--- config.mk ---
export PLATFORM = sky130hd
export DESIGN_NAME = supply_supervisor_mode_control
export DESIGN_NICKNAME = d
export VERILOG_FILES = /design/src/verilog/supervisor_pkg.sv /design/src/verilog/settle_if.sv /design/src/verilog/settle_timer.sv /design/src/verilog/supply_supervisor_mode_control.sv
export SDC_FILE = /design/constraint.sdc
export NUM_CORES = 1
export LEC_CHECK = 0
export BUFFER_PORTS_ARGS = -buffer_cell sky130_fd_sc_hd__buf_2
export CORE_MARGIN = 5
export CORE_UTILIZATION = 41
export CTS_CLUSTER_SIZE = 20
export DETAILED_ROUTE_END_ITERATION = 16
export HOLD_SLACK_MARGIN = 0.15
export PLACE_DENSITY = 0.77
export SETUP_SLACK_MARGIN = 0.1
export SYNTH_ARGS = -nofsm -noshare
export SYNTH_HDL_FRONTEND = slang
export SYNTH_SLANG_ARGS = --single-unit
--- constraint.sdc ---
create_clock -name aclk -period 2.2 [get_ports aclk]
set_input_delay 0.22 -clock aclk [delete_from_list [all_inputs] [get_ports aclk]]
set_output_delay 0.22 -clock aclk [all_outputs]
set_load 0.02 [all_outputs]
--- src/verilog/supervisor_pkg.sv ---
// package for the supply supervisor mode control block
// assumes a 200 MHz aclk and a 32-bit axi4-lite register bus
package supervisor_pkg;
   // register byte offsets
   localparam logic [7:0] LOW_CTL_OFF = 8'h00;
   localparam logic [7:0] HIGH_CTL_OFF = 8'h04;
   localparam logic [7:0] FLAGS_OFF = 8'h08;
   localparam logic [7:0] IRQ_STATUS_OFF = 8'h0C;
   localparam logic [7:0] IRQ_ENABLE_OFF = 8'h10;
   localparam logic [7:0] IRQ_CLEAR_OFF = 8'h14;
   localparam logic [7:0] MODE_OFF = 8'h18;
   // low-side control fields
   localparam int LOW_SUP_EN_BIT = 0;
   localparam int LOW_SUP_LPM_BIT = 1;
   localparam int LOW_SUP_FP_BIT = 2;
   localparam int LOW_MON_EN_BIT = 3;
   localparam int LOW_MON_FP_BIT = 4;
   localparam int LOW_AUTO_BIT = 5;
   localparam int LOW_SUP_RST_BIT = 6;
   localparam int LOW_MON_RST_BIT = 7;
   // high-side control fields
   localparam int HIGH_SUP_EN_BIT = 0;
   localparam int HIGH_SUP_LPM_BIT = 1;
   localparam int HIGH_SUP_FP_BIT = 2;
   localparam int HIGH_MON_EN_BIT = 3;
   localparam int HIGH_MON_FP_BIT = 4;
   localparam int HIGH_AUTO_BIT = 5;
   localparam int HIGH_OVP_BIT = 6;
   localparam int CTL_WIDTH = 8;
   // flag / status layout
   localparam int LOW_DLY_BIT = 0;
   localparam int HIGH_DLY_BIT = 1;
   localparam int LOW_SUP_EV_BIT = 2;
   localparam int LOW_MON_EV_BIT = 3;
   localparam int HIGH_SUP_EV_BIT = 4;
   localparam int HIGH_MON_EV_BIT = 5;
   localparam int OVP_EV_BIT = 6;
   localparam int IRQ_WIDTH = 7;
   // reset values
   localparam logic [7:0] LOW_CTL_RESET = 8'h05;
   localparam logic [7:0] HIGH_CTL_RESET = 8'h01;
   // timing
   localparam int CLK_MHZ = 200;
   localparam int SETTLE_FAST_NS = 2000;
   localparam int SETTLE_SLOW_NS = 150000;
   localparam int SETTLE_FAST_CYC = (SETTLE_FAST_NS * CLK_MHZ + 999) / 1000;
   localparam int SETTLE_SLOW_CYC = (SETTLE_SLOW_NS * CLK_MHZ + 999) / 1000;
   localparam int CNT_WIDTH = 16;
   // unit operating level
   typedef enum logic [1:0] {
      UNIT_OFF = 2'b00,
      UNIT_NORMAL = 2'b01,
      UNIT_FULL = 2'b10
   } unit_level_t;
   // bus states
   typedef enum logic [1:0] {
      BUS_IDLE = 2'b00,
      BUS_RESP = 2'b01
   } bus_state_t;
endpackage

--- src/verilog/settle_if.sv ---
// carrier between mode control and its settling timer
// assumes both ends on aclk
`timescale 1ns/100ps
interface settle_if;
   logic start;
   logic slow;
   logic busy;
   modport ctrl (output start, output slow, input busy);
   modport timer (input start, input slow, output busy);
endinterface

--- src/verilog/settle_timer.sv ---
// settling delay timer for one supervisor side
// assumes start is a one-cycle pulse on aclk
`timescale 1ns/100ps
module settle_timer #(
   parameter int FAST_CYC = supervisor_pkg::SETTLE_FAST_CYC,
   parameter int SLOW_CYC = supervisor_pkg::SETTLE_SLOW_CYC
) (
   // clock and reset
   input wire logic aclk,
   input wire logic aresetn,
   // control
   settle_if.timer sif
);
   if (SLOW_CYC >= (1 << supervisor_pkg::CNT_WIDTH) || FAST_CYC < 1) begin : g_bad_count
      $error("settle_timer: count does not fit");
   end
   logic [supervisor_pkg::CNT_WIDTH-1:0] cnt_q;
   // a restart mid-delay reloads, so the latest setting always gets its full delay
   always_ff @(posedge aclk) begin
      if (!aresetn) begin
         cnt_q <= '0;
      end else if (sif.start) begin
         cnt_q <= sif.slow ? supervisor_pkg::CNT_WIDTH'(SLOW_CYC) : supervisor_pkg::CNT_WIDTH'(FAST_CYC);
      end else if (cnt_q != '0) begin
         cnt_q <= cnt_q - 1'b1;
      end
   end
   assign sif.busy = (cnt_q != '0);
endmodule

--- src/verilog/supply_supervisor_mode_control.sv ---
// supply supervisor and monitor mode control with axi4-lite registers
// assumes comparator outputs and mode inputs arrive asynchronously
//
// Behaviour
// RL1 - low side gives fast wakeup when off or full, slow when normal
// RL2 - full-performance low supervisor settles in about two microseconds
// RL3 - normal-performance low supervisor settles in about 150 microseconds
// RL4 - slow wakeup selection lengthens deep-mode wakeup to about 150 microseconds
// RL5 - settle flags stay set while settling, read zero when finished
// RL6 - software waits for both settle flags clear before deep modes
// RL7 - high normal unit turns off in deep modes under auto or lpm clear
// RL8 - manual control with lpm enable keeps active-mode level in deep modes
// RL9 - high auto control makes high monitor inactive in deep modes; the code drops a full-performance high monitor to normal instead
// RL10 - overvoltage enable makes high monitor raise power-on reset above threshold
// RL11 - software selects normal low supervisor before raising core level
// RL12 - low side event causes reset or interrupt per configuration
// RL13 - control write sets settle flag and starts delay for new level
// RL14 - auto control drops full low supervisor to normal in deep modes
//
// The AXI4-Lite register port and the register offsets were left to the implementer.
`timescale 1ns/100ps
module supply_supervisor_mode_control (
   // clock and reset
   input wire logic aclk,
   input wire logic aresetn,
   // axi4-lite write
   input wire logic [7:0] s_axi_awaddr,
   input wire logic s_axi_awvalid,
   output logic s_axi_awready,
   input wire logic [31:0] s_axi_wdata,
   input wire logic [3:0] s_axi_wstrb,
   input wire logic s_axi_wvalid,
   output logic s_axi_wready,
   output logic [1:0] s_axi_bresp,
   output logic s_axi_bvalid,
   input wire logic s_axi_bready,
   // axi4-lite read
   input wire logic [7:0] s_axi_araddr,
   input wire logic s_axi_arvalid,
   output logic s_axi_arready,
   output logic [31:0] s_axi_rdata,
   output logic [1:0] s_axi_rresp,
   output logic s_axi_rvalid,
   input wire logic s_axi_rready,
   // power mode and comparators
   input wire logic deep_mode,
   input wire logic low_sup_trip,
   input wire logic low_mon_trip,
   input wire logic high_sup_trip,
   input wire logic high_mon_trip,
   input wire logic high_over_trip,
   // unit levels and results
   output logic [1:0] low_sup_level,
   output logic [1:0] low_mon_level,
   output logic [1:0] high_sup_level,
   output logic [1:0] high_mon_level,
   output logic slow_wakeup,
   output logic por_request,
   output logic irq
);
   //////////////////////////////////////////////////////////////////////////////
   // level decode shared by all four units
   function automatic supervisor_pkg::unit_level_t unit_level(input logic en, input logic fp,
         input logic lpm_en, input logic auto_ctl, input logic deep, input logic is_mon);
      supervisor_pkg::unit_level_t act;
      act = !en ? supervisor_pkg::UNIT_OFF : (fp ? supervisor_pkg::UNIT_FULL : supervisor_pkg::UNIT_NORMAL);
      if (!deep || act == supervisor_pkg::UNIT_OFF) begin
         return act;
      end
      // monitors have no lpm enable; a supervisor without it is off in deep modes, auto or not
      if (!is_mon && !lpm_en) begin
         return supervisor_pkg::UNIT_OFF; // RL7
      end
      if (auto_ctl) begin
         // full drops to normal, normal switches off
         return (act == supervisor_pkg::UNIT_FULL) ? supervisor_pkg::UNIT_NORMAL : supervisor_pkg::UNIT_OFF; // RL14 RL9 RL7
      end
      return act; // RL8
   endfunction

   //////////////////////////////////////////////////////////////////////////////
   // input synchronisers
   logic [5:0] sync1_q;
   logic [5:0] sync2_q;
   always_ff @(posedge aclk) begin
      if (!aresetn) begin
         sync1_q <= '0;
         sync2_q <= '0;
      end else begin
         sync1_q <= {high_over_trip, high_mon_trip, high_sup_trip, low_mon_trip, low_sup_trip, deep_mode};
         sync2_q <= sync1_q;
      end
   end
   logic deep_s;
   assign deep_s = sync2_q[0];

   //////////////////////////////////////////////////////////////////////////////
   // bus slave
   logic [7:0] aw_addr_q;
   logic aw_have_q;
   logic [31:0] w_data_q;
   logic [3:0] w_strb_q;
   logic w_have_q;
   supervisor_pkg::bus_state_t wr_state_q;
   logic wr_fire;
   logic [7:0] wr_addr;
   assign s_axi_awready = !aw_have_q && wr_state_q == supervisor_pkg::BUS_IDLE;
   assign s_axi_wready = !w_have_q && wr_state_q == supervisor_pkg::BUS_IDLE;
   assign wr_fire = aw_have_q && w_have_q && wr_state_q == supervisor_pkg::BUS_IDLE;
   assign wr_addr = aw_addr_q;
   always_ff @(posedge aclk) begin
      if (!aresetn) begin
         aw_have_q <= 1'b0;
         aw_addr_q <= 8'h00;
         w_have_q <= 1'b0;
         w_data_q <= 32'h00000000;
         w_strb_q <= 4'h0;
         wr_state_q <= supervisor_pkg::BUS_IDLE;
         s_axi_bvalid <= 1'b0;
         s_axi_bresp <= 2'h0;
      end else begin
         if (s_axi_awvalid && s_axi_awready) begin
            aw_have_q <= 1'b1;
            aw_addr_q <= s_axi_awaddr;
         end
         if (s_axi_wvalid && s_axi_wready) begin
            w_have_q <= 1'b1;
            w_data_q <= s_axi_wdata;
            w_strb_q <= s_axi_wstrb;
         end
         unique case (wr_state_q)
            supervisor_pkg::BUS_IDLE: begin
               if (wr_fire) begin
                  aw_have_q <= 1'b0;
                  w_have_q <= 1'b0;
                  s_axi_bvalid <= 1'b1;
                  s_axi_bresp <= wr_known(wr_addr) ? 2'h0 : 2'h2;
                  wr_state_q <= supervisor_pkg::BUS_RESP;
               end
            end
            supervisor_pkg::BUS_RESP: begin
               if (s_axi_bready) begin
                  s_axi_bvalid <= 1'b0;
                  wr_state_q <= supervisor_pkg::BUS_IDLE;
               end
            end
            default: wr_state_q <= supervisor_pkg::BUS_IDLE;
         endcase
      end
   end

   function automatic logic wr_known(input logic [7:0] a);
      return a == supervisor_pkg::LOW_CTL_OFF || a == supervisor_pkg::HIGH_CTL_OFF ||
         a == supervisor_pkg::IRQ_ENABLE_OFF || a == supervisor_pkg::IRQ_CLEAR_OFF;
   endfunction

   //////////////////////////////////////////////////////////////////////////////
   // control registers
   logic [7:0] low_ctl_q;
   logic [7:0] high_ctl_q;
   logic [6:0] irq_en_q;
   logic low_wr;
   logic high_wr;
   assign low_wr = wr_fire && wr_addr == supervisor_pkg::LOW_CTL_OFF && w_strb_q[0];
   assign high_wr = wr_fire && wr_addr == supervisor_pkg::HIGH_CTL_OFF && w_strb_q[0];
   always_ff @(posedge aclk) begin
      if (!aresetn) begin
         low_ctl_q <= supervisor_pkg::LOW_CTL_RESET;
         high_ctl_q <= supervisor_pkg::HIGH_CTL_RESET;
         irq_en_q <= 7'h00;
      end else begin
         if (low_wr) begin
            low_ctl_q <= w_data_q[7:0];
         end
         if (high_wr) begin
            high_ctl_q <= w_data_q[7:0];
         end
         if (wr_fire && wr_addr == supervisor_pkg::IRQ_ENABLE_OFF && w_strb_q[0]) begin
            irq_en_q <= w_data_q[6:0];
         end
      end
   end

   //////////////////////////////////////////////////////////////////////////////
   // settling timers, one per side
   settle_if low_sif ();
   settle_if high_sif ();
   assign low_sif.start = low_wr; // RL13
   assign low_sif.slow = !w_data_q[supervisor_pkg::LOW_SUP_FP_BIT]; // RL2 RL3
   assign high_sif.start = high_wr; // RL13
   assign high_sif.slow = !w_data_q[supervisor_pkg::HIGH_SUP_FP_BIT];
   settle_timer u_low_timer (
      .aclk(aclk),
      .aresetn(aresetn),
      .sif(low_sif)
   );
   settle_timer u_high_timer (
      .aclk(aclk),
      .aresetn(aresetn),
      .sif(high_sif)
   );
   logic low_dly;
   logic high_dly;
   // flags track the timers, so they read zero in the same cycle the count reaches zero
   assign low_dly = low_sif.busy; // RL5
   assign high_dly = high_sif.busy; // RL5

   //////////////////////////////////////////////////////////////////////////////
   // unit levels
   always_ff @(posedge aclk) begin
      if (!aresetn) begin
         low_sup_level <= supervisor_pkg::UNIT_OFF;
         low_mon_level <= supervisor_pkg::UNIT_OFF;
         high_sup_level <= supervisor_pkg::UNIT_OFF;
         high_mon_level <= supervisor_pkg::UNIT_OFF;
         slow_wakeup <= 1'b0;
      end else begin
         low_sup_level <= unit_level(low_ctl_q[supervisor_pkg::LOW_SUP_EN_BIT],
            low_ctl_q[supervisor_pkg::LOW_SUP_FP_BIT], low_ctl_q[supervisor_pkg::LOW_SUP_LPM_BIT],
            low_ctl_q[supervisor_pkg::LOW_AUTO_BIT], deep_s, 1'b0);
         low_mon_level <= unit_level(low_ctl_q[supervisor_pkg::LOW_MON_EN_BIT],
            low_ctl_q[supervisor_pkg::LOW_MON_FP_BIT], 1'b0,
            low_ctl_q[supervisor_pkg::LOW_AUTO_BIT], deep_s, 1'b1);
         high_sup_level <= unit_level(high_ctl_q[supervisor_pkg::HIGH_SUP_EN_BIT],
            high_ctl_q[supervisor_pkg::HIGH_SUP_FP_BIT], high_ctl_q[supervisor_pkg::HIGH_SUP_LPM_BIT],
            high_ctl_q[supervisor_pkg::HIGH_AUTO_BIT], deep_s, 1'b0); // RL7 RL8
         high_mon_level <= unit_level(high_ctl_q[supervisor_pkg::HIGH_MON_EN_BIT],
            high_ctl_q[supervisor_pkg::HIGH_MON_FP_BIT], 1'b0,
            high_ctl_q[supervisor_pkg::HIGH_AUTO_BIT], deep_s, 1'b1); // RL9
         // either low unit in normal performance forces the slow wakeup
         slow_wakeup <= (low_ctl_q[supervisor_pkg::LOW_SUP_EN_BIT] && !low_ctl_q[supervisor_pkg::LOW_SUP_FP_BIT]) ||
            (low_ctl_q[supervisor_pkg::LOW_MON_EN_BIT] && !low_ctl_q[supervisor_pkg::LOW_MON_FP_BIT]); // RL1 RL4
      end
   end

   //////////////////////////////////////////////////////////////////////////////
   // events: reset or interrupt
   logic low_sup_ev;
   logic low_mon_ev;
   logic high_sup_ev;
   logic high_mon_ev;
   logic ovp_ev;
   // comparators are ignored while their unit is off or still settling
   assign low_sup_ev = sync2_q[1] && low_sup_level != supervisor_pkg::UNIT_OFF && !low_dly;
   assign low_mon_ev = sync2_q[2] && low_mon_level != supervisor_pkg::UNIT_OFF && !low_dly;
   assign high_sup_ev = sync2_q[3] && high_sup_level != supervisor_pkg::UNIT_OFF && !high_dly;
   assign high_mon_ev = sync2_q[4] && high_mon_level != supervisor_pkg::UNIT_OFF && !high_dly;
   assign ovp_ev = sync2_q[5] && high_mon_level != supervisor_pkg::UNIT_OFF &&
      high_ctl_q[supervisor_pkg::HIGH_OVP_BIT] && !high_dly; // RL10
   always_ff @(posedge aclk) begin
      if (!aresetn) begin
         por_request <= 1'b0;
      end else begin
         por_request <= (low_sup_ev && low_ctl_q[supervisor_pkg::LOW_SUP_RST_BIT]) ||
            (low_mon_ev && low_ctl_q[supervisor_pkg::LOW_MON_RST_BIT]) || high_sup_ev || ovp_ev; // RL12 RL10
      end
   end

   logic [6:0] irq_status_q;
   logic [6:0] irq_set;
   logic [6:0] irq_clr;
   logic [6:0] flag_vec;
   assign flag_vec = {ovp_ev, high_mon_ev, high_sup_ev, low_mon_ev, low_sup_ev, high_dly, low_dly};
   assign irq_set = {ovp_ev, high_mon_ev && !high_ctl_q[supervisor_pkg::HIGH_OVP_BIT], 1'b0,
      low_mon_ev && !low_ctl_q[supervisor_pkg::LOW_MON_RST_BIT],
      low_sup_ev && !low_ctl_q[supervisor_pkg::LOW_SUP_RST_BIT], 1'b0, 1'b0}; // RL12
   assign irq_clr = (wr_fire && wr_addr == supervisor_pkg::IRQ_CLEAR_OFF && w_strb_q[0]) ? w_data_q[6:0] : 7'h00;
   // set beats clear in the same cycle
   always_ff @(posedge aclk) begin
      if (!aresetn) begin
         irq_status_q <= 7'h00;
      end else begin
         irq_status_q <= (irq_status_q & ~irq_clr) | irq_set;
      end
   end
   assign irq = |(irq_status_q & irq_en_q);

   //////////////////////////////////////////////////////////////////////////////
   // read channel
   function automatic logic [31:0] rd_value(input logic [7:0] a, input logic [7:0] lo, input logic [7:0] hi,
         input logic [6:0] fl, input logic [6:0] st, input logic [6:0] en, input logic [9:0] md);
      unique case (a)
         supervisor_pkg::LOW_CTL_OFF: return {24'h000000, lo};
         supervisor_pkg::HIGH_CTL_OFF: return {24'h000000, hi};
         supervisor_pkg::FLAGS_OFF: return {25'h0000000, fl};
         supervisor_pkg::IRQ_STATUS_OFF: return {25'h0000000, st};
         supervisor_pkg::IRQ_ENABLE_OFF: return {25'h0000000, en};
         supervisor_pkg::MODE_OFF: return {22'h000000, md};
         default: return 32'h00000000;
      endcase
   endfunction

   function automatic logic rd_known(input logic [7:0] a);
      return a == supervisor_pkg::LOW_CTL_OFF || a == supervisor_pkg::HIGH_CTL_OFF ||
         a == supervisor_pkg::FLAGS_OFF || a == supervisor_pkg::IRQ_STATUS_OFF ||
         a == supervisor_pkg::IRQ_ENABLE_OFF || a == supervisor_pkg::MODE_OFF;
   endfunction

   assign s_axi_arready = !s_axi_rvalid;
   always_ff @(posedge aclk) begin
      if (!aresetn) begin
         s_axi_rvalid <= 1'b0;
         s_axi_rdata <= 32'h00000000;
         s_axi_rresp <= 2'h0;
      end else if (s_axi_arvalid && s_axi_arready) begin
         s_axi_rvalid <= 1'b1;
         s_axi_rdata <= rd_value(s_axi_araddr, low_ctl_q, high_ctl_q, flag_vec, irq_status_q, irq_en_q,
            {deep_s, slow_wakeup, high_mon_level, high_sup_level, low_mon_level, low_sup_level});
         s_axi_rresp <= rd_known(s_axi_araddr) ? 2'h0 : 2'h2;
      end else if (s_axi_rvalid && s_axi_rready) begin
         s_axi_rvalid <= 1'b0;
      end
   end
endmodule
==> flow_metrics.env, run 1 <==
export IMPL_fp_coreArea_sq_mm=0.0126
export IMPL_portBuffers=65
export IMPL_synth_fa_ha_area_share_pct=0.946
export IMPL_synth_xor_area_share_pct=3.81
export IMPL_netlist_area_leader_share_pct=44.3
export IMPL_cp_common_cell="or4_4"
export IMPL_clkSlewWorstSetupHoldPaths_ps=60
export IMPL_diodes=0
export IMPL_ys_seq_area_share_pct=44.3
export IMPL_slowest_stage="or4_4"
export IMPL_grt_overflow_total=0
export IMPL_period_minus_slack_ps=2210
export IMPL_grt_usage_pct=18.1
export IMPL_avgSynthCellArea_sq_um=8.40
export IMPL_numCtsBuffers=17
export IMPL_final_area_sq_mm=0.00696
export IMPL_critical_path_class="reg2reg"
export IMPL_syn2layout_area_growth_pct=31.5
export IMPL_io_pins=117
export IMPL_critical_path_max_stage_delay_ps=530
export IMPL_synthFlopType="dfxtp_1"
export IMPL_ys_async_sr_fraction_pct=0
export IMPL_ys_seq_elements=117
export IMPL_ys_types=60
export IMPL_worst_slack_ps=-7.22
export IMPL_row_count=41
export IMPL_synth_mux_area_fraction_pct=3.97
export IMPL_drv_slew=0
export IMPL_cts_buffer_depth=2
export IMPL_regArea_sq_mm=0.00234
export IMPL_die_h_um=124
export IMPL_multi_input_area_sq_mm=0.00279
export IMPL_grt_pass1_vias=4332
export IMPL_synth_top_cell_by_area="dfxtp_1"
export IMPL_dr_pass1_iters=6
export IMPL_violations="setup timing"
export IMPL_synth_edff_count=0
export IMPL_syn_area_sq_mm=0.00529
export IMPL_combPwrFrac_pct=33.0
export IMPL_finalHoldViolCount=0
export IMPL_p_int_uw=5580
export IMPL_wirelength_mm=13.4
export IMPL_ir_drop_mv=0.552
export IMPL_htreeDepth=4
export IMPL_cts_tree="done"
export IMPL_gp_congestion=0.864
export IMPL_required_ps=2480
export IMPL_cp_arrival_ps=2490
export IMPL_yosys_area_share_simple_pct=24.8
export IMPL_numClockSinks=117
export IMPL_post_dp_cell_area_sq_mm=0.00598
export IMPL_antenna_found_initial=0
export IMPL_power_frac_clock_pct=34.3
export IMPL_end_kind="flop"
export IMPL_worstPathMaxFanout=11
export IMPL_synth_compound_area_share_pct=15.5
export IMPL_fp_dieW_um=124
export IMPL_swShare_pct=32.3
export IMPL_cts_root_buf="clkbuf_16"
export IMPL_synth_most_common_cell="dfxtp_1"
export IMPL_drt_iter0_markers=497
export IMPL_yosysWarnings=0
export IMPL_powerDensity_mw_per_mm2=1180
export IMPL_max_freq_ghz=0.453
export IMPL_wl_per_cell_um=14.2
export IMPL_synth_top_family_by_area="simple AND/OR/NAND/NOR gates"
export IMPL_detail_route_antenna_nets=0
export IMPL_via_per_inst=5.19
export IMPL_cp_start_kind="flop"
export IMPL_seqPwrFrac_pct=32.7
export IMPL_grt_pass1_wl_mm=21.5
export IMPL_grt_max_degree=39
export IMPL_vias=4881
export IMPL_holdWs_ps=228
export IMPL_drive_above_1_share_pct=23.8
export IMPL_post_route_period_util_pct=100
export IMPL_maxCapViolCount=0
export IMPL_p_leak_uw=0.00284
export IMPL_fill_cells=1147
export IMPL_synth_common_cells="dfxtp_1 (117), nand2_1 (95), a21oi_1 (70)"
export IMPL_p_sw_uw=2660
export IMPL_status="complete, but fails checks"
export IMPL_dp_final_hpwl_mm=9.57
export IMPL_clock_latency_ps=420
export IMPL_hp_class="in2reg"
export IMPL_worstPathCellList="or4_4, or4_4, or3_1, buf_6, buf_4, nand2_1, a21oi_1"
export IMPL_slew_headroom_pct=61.1
export IMPL_grt_setup_unrepaired="yes"
export IMPL_syn_inst=630
export IMPL_finClkSkew_ps=4.54
export IMPL_die_area_sq_mm=0.0153
export IMPL_tightest_slew_ps=580
export IMPL_synth_area_top_cells="dfxtp_1 (44%), nand2_1 (6.7%), a21oi_1 (6.6%)"
export IMPL_setup_viol=1
export IMPL_drc=0
export IMPL_finalNetCount=824
export IMPL_initial_utilization_pct=41.9
placed cells by master (no fill, tap or decap), types with 16 or more instances in the layout:
cell           synthesis  routed
dfxtp_1              117     116
nand2_1               95      92
buf_2                  4      65
a21oi_1               70      60
buf_4                 24      41
nor2_1                40      39
dlygate4sd3_1          0      25
conb_1                 1      24
nor3_1                22      21
mux2i_1               21      21
o21ai_0               18      18
clkbuf_16              0      17
and2_1                16      16
cell families after synthesis:
| logic type | Yosys count |
|---|---|
| flops | 117 |
| other cells | 1 |
| mux | 21 |
| buf+inv | 67 |
| compound gates | 138 |
| simple gates | 259 |
| xor+xnor | 23 |
| fa+ha+maj | 4 |
layout make-up:
type / count / share of cell area [%]
Multi-Input combinational cell: 469 / 40.1
Sequential cell: 117 / 33.7
Tap cell: 172 / 3.09
Clock inverter: 14 / 2.54
Timing Repair Buffer: 135 / 13.5
Inverter: 15 / 0.809
Clock buffer: 18 / 6.31
worst max-delay path, delay by kind of cell (launching register included):
family,cells,cell delay (ps)
AOI/OAI and AO/OA,1,60
buffers and inverters,2,300
DFF,1,310
and+or+nand+nor,4,1400
power groups by stage:
| stage | sequential [uW] | combinational [uW] | clock (uW) |
|---|---|---|---|
| global route | 2750 | 3010 | 2960 |
| detailed placement | 2730 | 2580 | 0 |
| finish | 2690 | 2720 | 2830 |
| CTS | 2690 | 2660 | 2860 |
| floorplan | 2710 | 1870 | 0 |
| global placement | 2720 | 2540 | 0 |
registers in the layout, summed over array words and instances (netlist names), 2 cells and up:
signal	cells
high_mon_level	2
s_axi_rdata	10
sync2_q	6
irq_en_q	7
sync1_q	6
irq_status_q	7
u_low_timer.cnt_q	16
high_ctl_q	8
low_sup_level	2
low_ctl_q	8
aw_addr_q	8
w_data_q	8
u_high_timer.cnt_q	16
high_sup_level	2
low_mon_level	2
path summary, 6_finish.rpt:
| check | start | endpoint | slack, ps | cells past startpoint |
|---|---|---|---|---|
| setup reg to reg | aw_addr_q[0] | high_ctl_q[4] | -7 | 7 |
| setup / recovery | aw_addr_q[0] | high_ctl_q[4] | -7 | 7 |
| hold reg to reg | sync1_q[5] | sync2_q[5] | 440 | 1 |
| hold / removal | s_axi_araddr[3] | s_axi_rdata[8] | 230 | 3 |
layer usage:
| layer | up-vias | share of wire [%] | global-route usage, % |
|---|---|---|---|
| li1 | 2421 | - | - |
| met3 | 23 | 7.1 | 3.86 |
| met4 | 0 | 2.0 | 7.75 |
| met2 | 201 | 44 | 27.0 |
| met5 | - | 0 | 0 |
| met1 | 2236 | 47 | 25.3 |
through the flow:
step           setup TNS [ps]  worst slack, ps  utilization, %  power [uW]  instances
2_1_floorplan            -485            -59.6               -        4580        653
3_3_place_gp             -281            -43.6            47.4        5250        882
3_5_place_dp             -447            -59.5            47.4        5310        882
4_1_cts                -0.244           -0.244            54.7        8210        940
5_1_grt                  -504            -50.6            55.1        8720        940
6_report                -7.22            -7.22            55.1        8240        940
timing repair:
action	4_1_cts	5_1_grt
setup buffers	1	0
setup endpoints to repair	40	54
gates resized for setup	12	16
hold endpoints to repair	25	0
hold buffers	25	0
pin swaps	1	6
Note: power is estimated with default switching activity, not from simulation.
==> run 2: changes to the inputs <==
- TNS_END_PERCENT: default -> 5
==> flow_metrics.env, run 2 (synthesized netlist as in run 1, its figures left out) <==
export IMPL_io_pins=117
export IMPL_die_h_um=124
export IMPL_post_route_util_pct=55.7
export IMPL_fin_total_pwr_uw=8560
export IMPL_worstPathMaxFanout=5
export IMPL_finalNetCount=829
export IMPL_row_count=41
export IMPL_powerDensity_mw_per_mm2=1220
export IMPL_maxCapViolCount=0
export IMPL_reg2reg_slack_ps=6
export IMPL_post_route_period_util_pct=99.7
export IMPL_wirelength_mm=13.9
export IMPL_grt_pass1_wl_mm=22.3
export IMPL_detail_route_antenna_nets=0
export IMPL_finClkSkew_ps=6.66
export IMPL_cts_buffer_depth=2
export IMPL_setup_viol=0
export IMPL_cts_tree="done"
export IMPL_drive_above_1_share_pct=23.4
export IMPL_ir_drop_mv=0.624
export IMPL_gp_congestion=0.850
export IMPL_numCtsBuffers=17
export IMPL_final_cell_mix="dfxtp_1 (116), nand2_1 (93), a21oi_1 (66), buf_2 (65), buf_4 (42)"
export IMPL_grt_overflow_total=0
export IMPL_fp_dieW_um=124
export IMPL_layout_commonest_cell="dfxtp_1"
export IMPL_via_per_inst=5.16
export IMPL_drc=0
export IMPL_dr_pass1_iters=5
export IMPL_vias=4873
export IMPL_holdWs_ps=211
export IMPL_numClockSinks=117
export IMPL_ff2ff_path_depth=7
export IMPL_top_regs="u_high_timer.cnt_q x16, u_low_timer.cnt_q x16, s_axi_rdata x10"
export IMPL_dp_final_hpwl_mm=9.70
export IMPL_initial_utilization_pct=41.9
export IMPL_cp_start_kind="flop"
export IMPL_finalHoldViolCount=0
export IMPL_p_leak_uw=0.00289
export IMPL_clock_latency_ps=410
export IMPL_critical_path_class="reg2reg"
export IMPL_max_freq_ghz=0.456
export IMPL_status="complete, no violations"
export IMPL_end_kind="flop"
export IMPL_syn2layout_area_growth_pct=32.9
export IMPL_portBuffers=65
export IMPL_grt_max_degree=61
export IMPL_cp_arrival_ps=2490
export IMPL_cts_root_buf="clkbuf_16"
export IMPL_multi_input_area_sq_mm=0.00277
export IMPL_regArea_sq_mm=0.00234
export IMPL_tns_ps=0
export IMPL_antenna_found_initial=0
export IMPL_grt_setup_unrepaired="yes"
export IMPL_slew_headroom_pct=55.9
export IMPL_clkSlewWorstSetupHoldPaths_ps=50
export IMPL_hp_class="in2reg"
export IMPL_drt_iter0_markers=449
export IMPL_drv_slew=0
export IMPL_fp_coreArea_sq_mm=0.0126
export IMPL_htreeDepth=4
export IMPL_fill_cells=1117
export IMPL_post_dp_cell_area_sq_mm=0.00598
export IMPL_min_path_cells=2
export IMPL_tightest_slew_ps=662
export IMPL_period_minus_slack_ps=2190
export IMPL_final_area_sq_mm=0.00703
export IMPL_grt_usage_pct=18.6
export IMPL_wl_per_cell_um=14.7
export IMPL_required_ps=2500
export IMPL_die_area_sq_mm=0.0153
export IMPL_diodes=0
export IMPL_grt_pass1_vias=4549
## run 2: cell count changes in the layout (fill, tap and decap cells not counted), sizes merged
cell         previous run  this run
buf                   110       113
clkinv                  7         4
bufinv                  3         5
clkbuf                 18        20
dlygate4sd3            25        27
inv                    17        15
clkinvlp                2         3
## run 2: path summary, 6_finish.rpt
kind,startpoint,endpoint
worst min register to register,sync1_q[2],sync2_q[2]
worst min-delay path,aresetn,sync2_q[1]
worst max register to register,aw_addr_q[0],irq_status_q[6]
worst max-delay path,aw_addr_q[0],irq_status_q[6]
## run 2: metal layers
metal	wire length [um]	track usage (%)	up-vias	share of wire, %
li1	-	-	2436	-
met1	6310	24.9	2228	46
met2	6300	29.2	187	45
met3	1000	4.59	22	7.2
met4	252	6.64	0	1.8
met5	0	0	-	0
## run 2: where the power goes
| group | internal (uW) | switching (uW) | total [uW] |
|---|---|---|---|
| Sequential | 2430 | 278 | 2710 |
| Combinational | 1370 | 1450 | 2820 |
| Clock | 2070 | 962 | 3030 |
## run 2: critical path, cell delays in order, from the launching register on
cell      delay, ps
dfxtp_2         320
or4_4           540
or4_4           500
buf_6           150
nor3_2          120
buf_4           160
a21boi_0        100
o21a_1          200
## run 2: layout make-up
| type | instances | share of cell area (%) |
|---|---|---|
| Timing Repair Buffer | 140 | 14.0 |
| Clock inverter | 12 | 2.85 |
| Clock buffer | 20 | 6.49 |
| Multi-Input combinational cell | 469 | 39.4 |
| Inverter | 15 | 0.801 |
| Sequential cell | 117 | 33.3 |
| Tap cell | 172 | 3.06 |
## run 2: timing repair
item | CTS | global route
endpoints found under the setup margin | 42 | 62
buffers inserted | 1 | 0
endpoints found under the hold margin | 28 | 0
hold buffers | 27 | 0
gates resized for setup | 8 | 21
pin swaps | 0 | 7
## run 2: metrics by stage
step,setup slack [ps],cells
after floorplan,-59.6,653
after global placement,-108,885
after detailed placement,-130,885
after CTS,2.44,945
after global routing,-57.9,945
final,5.63,945
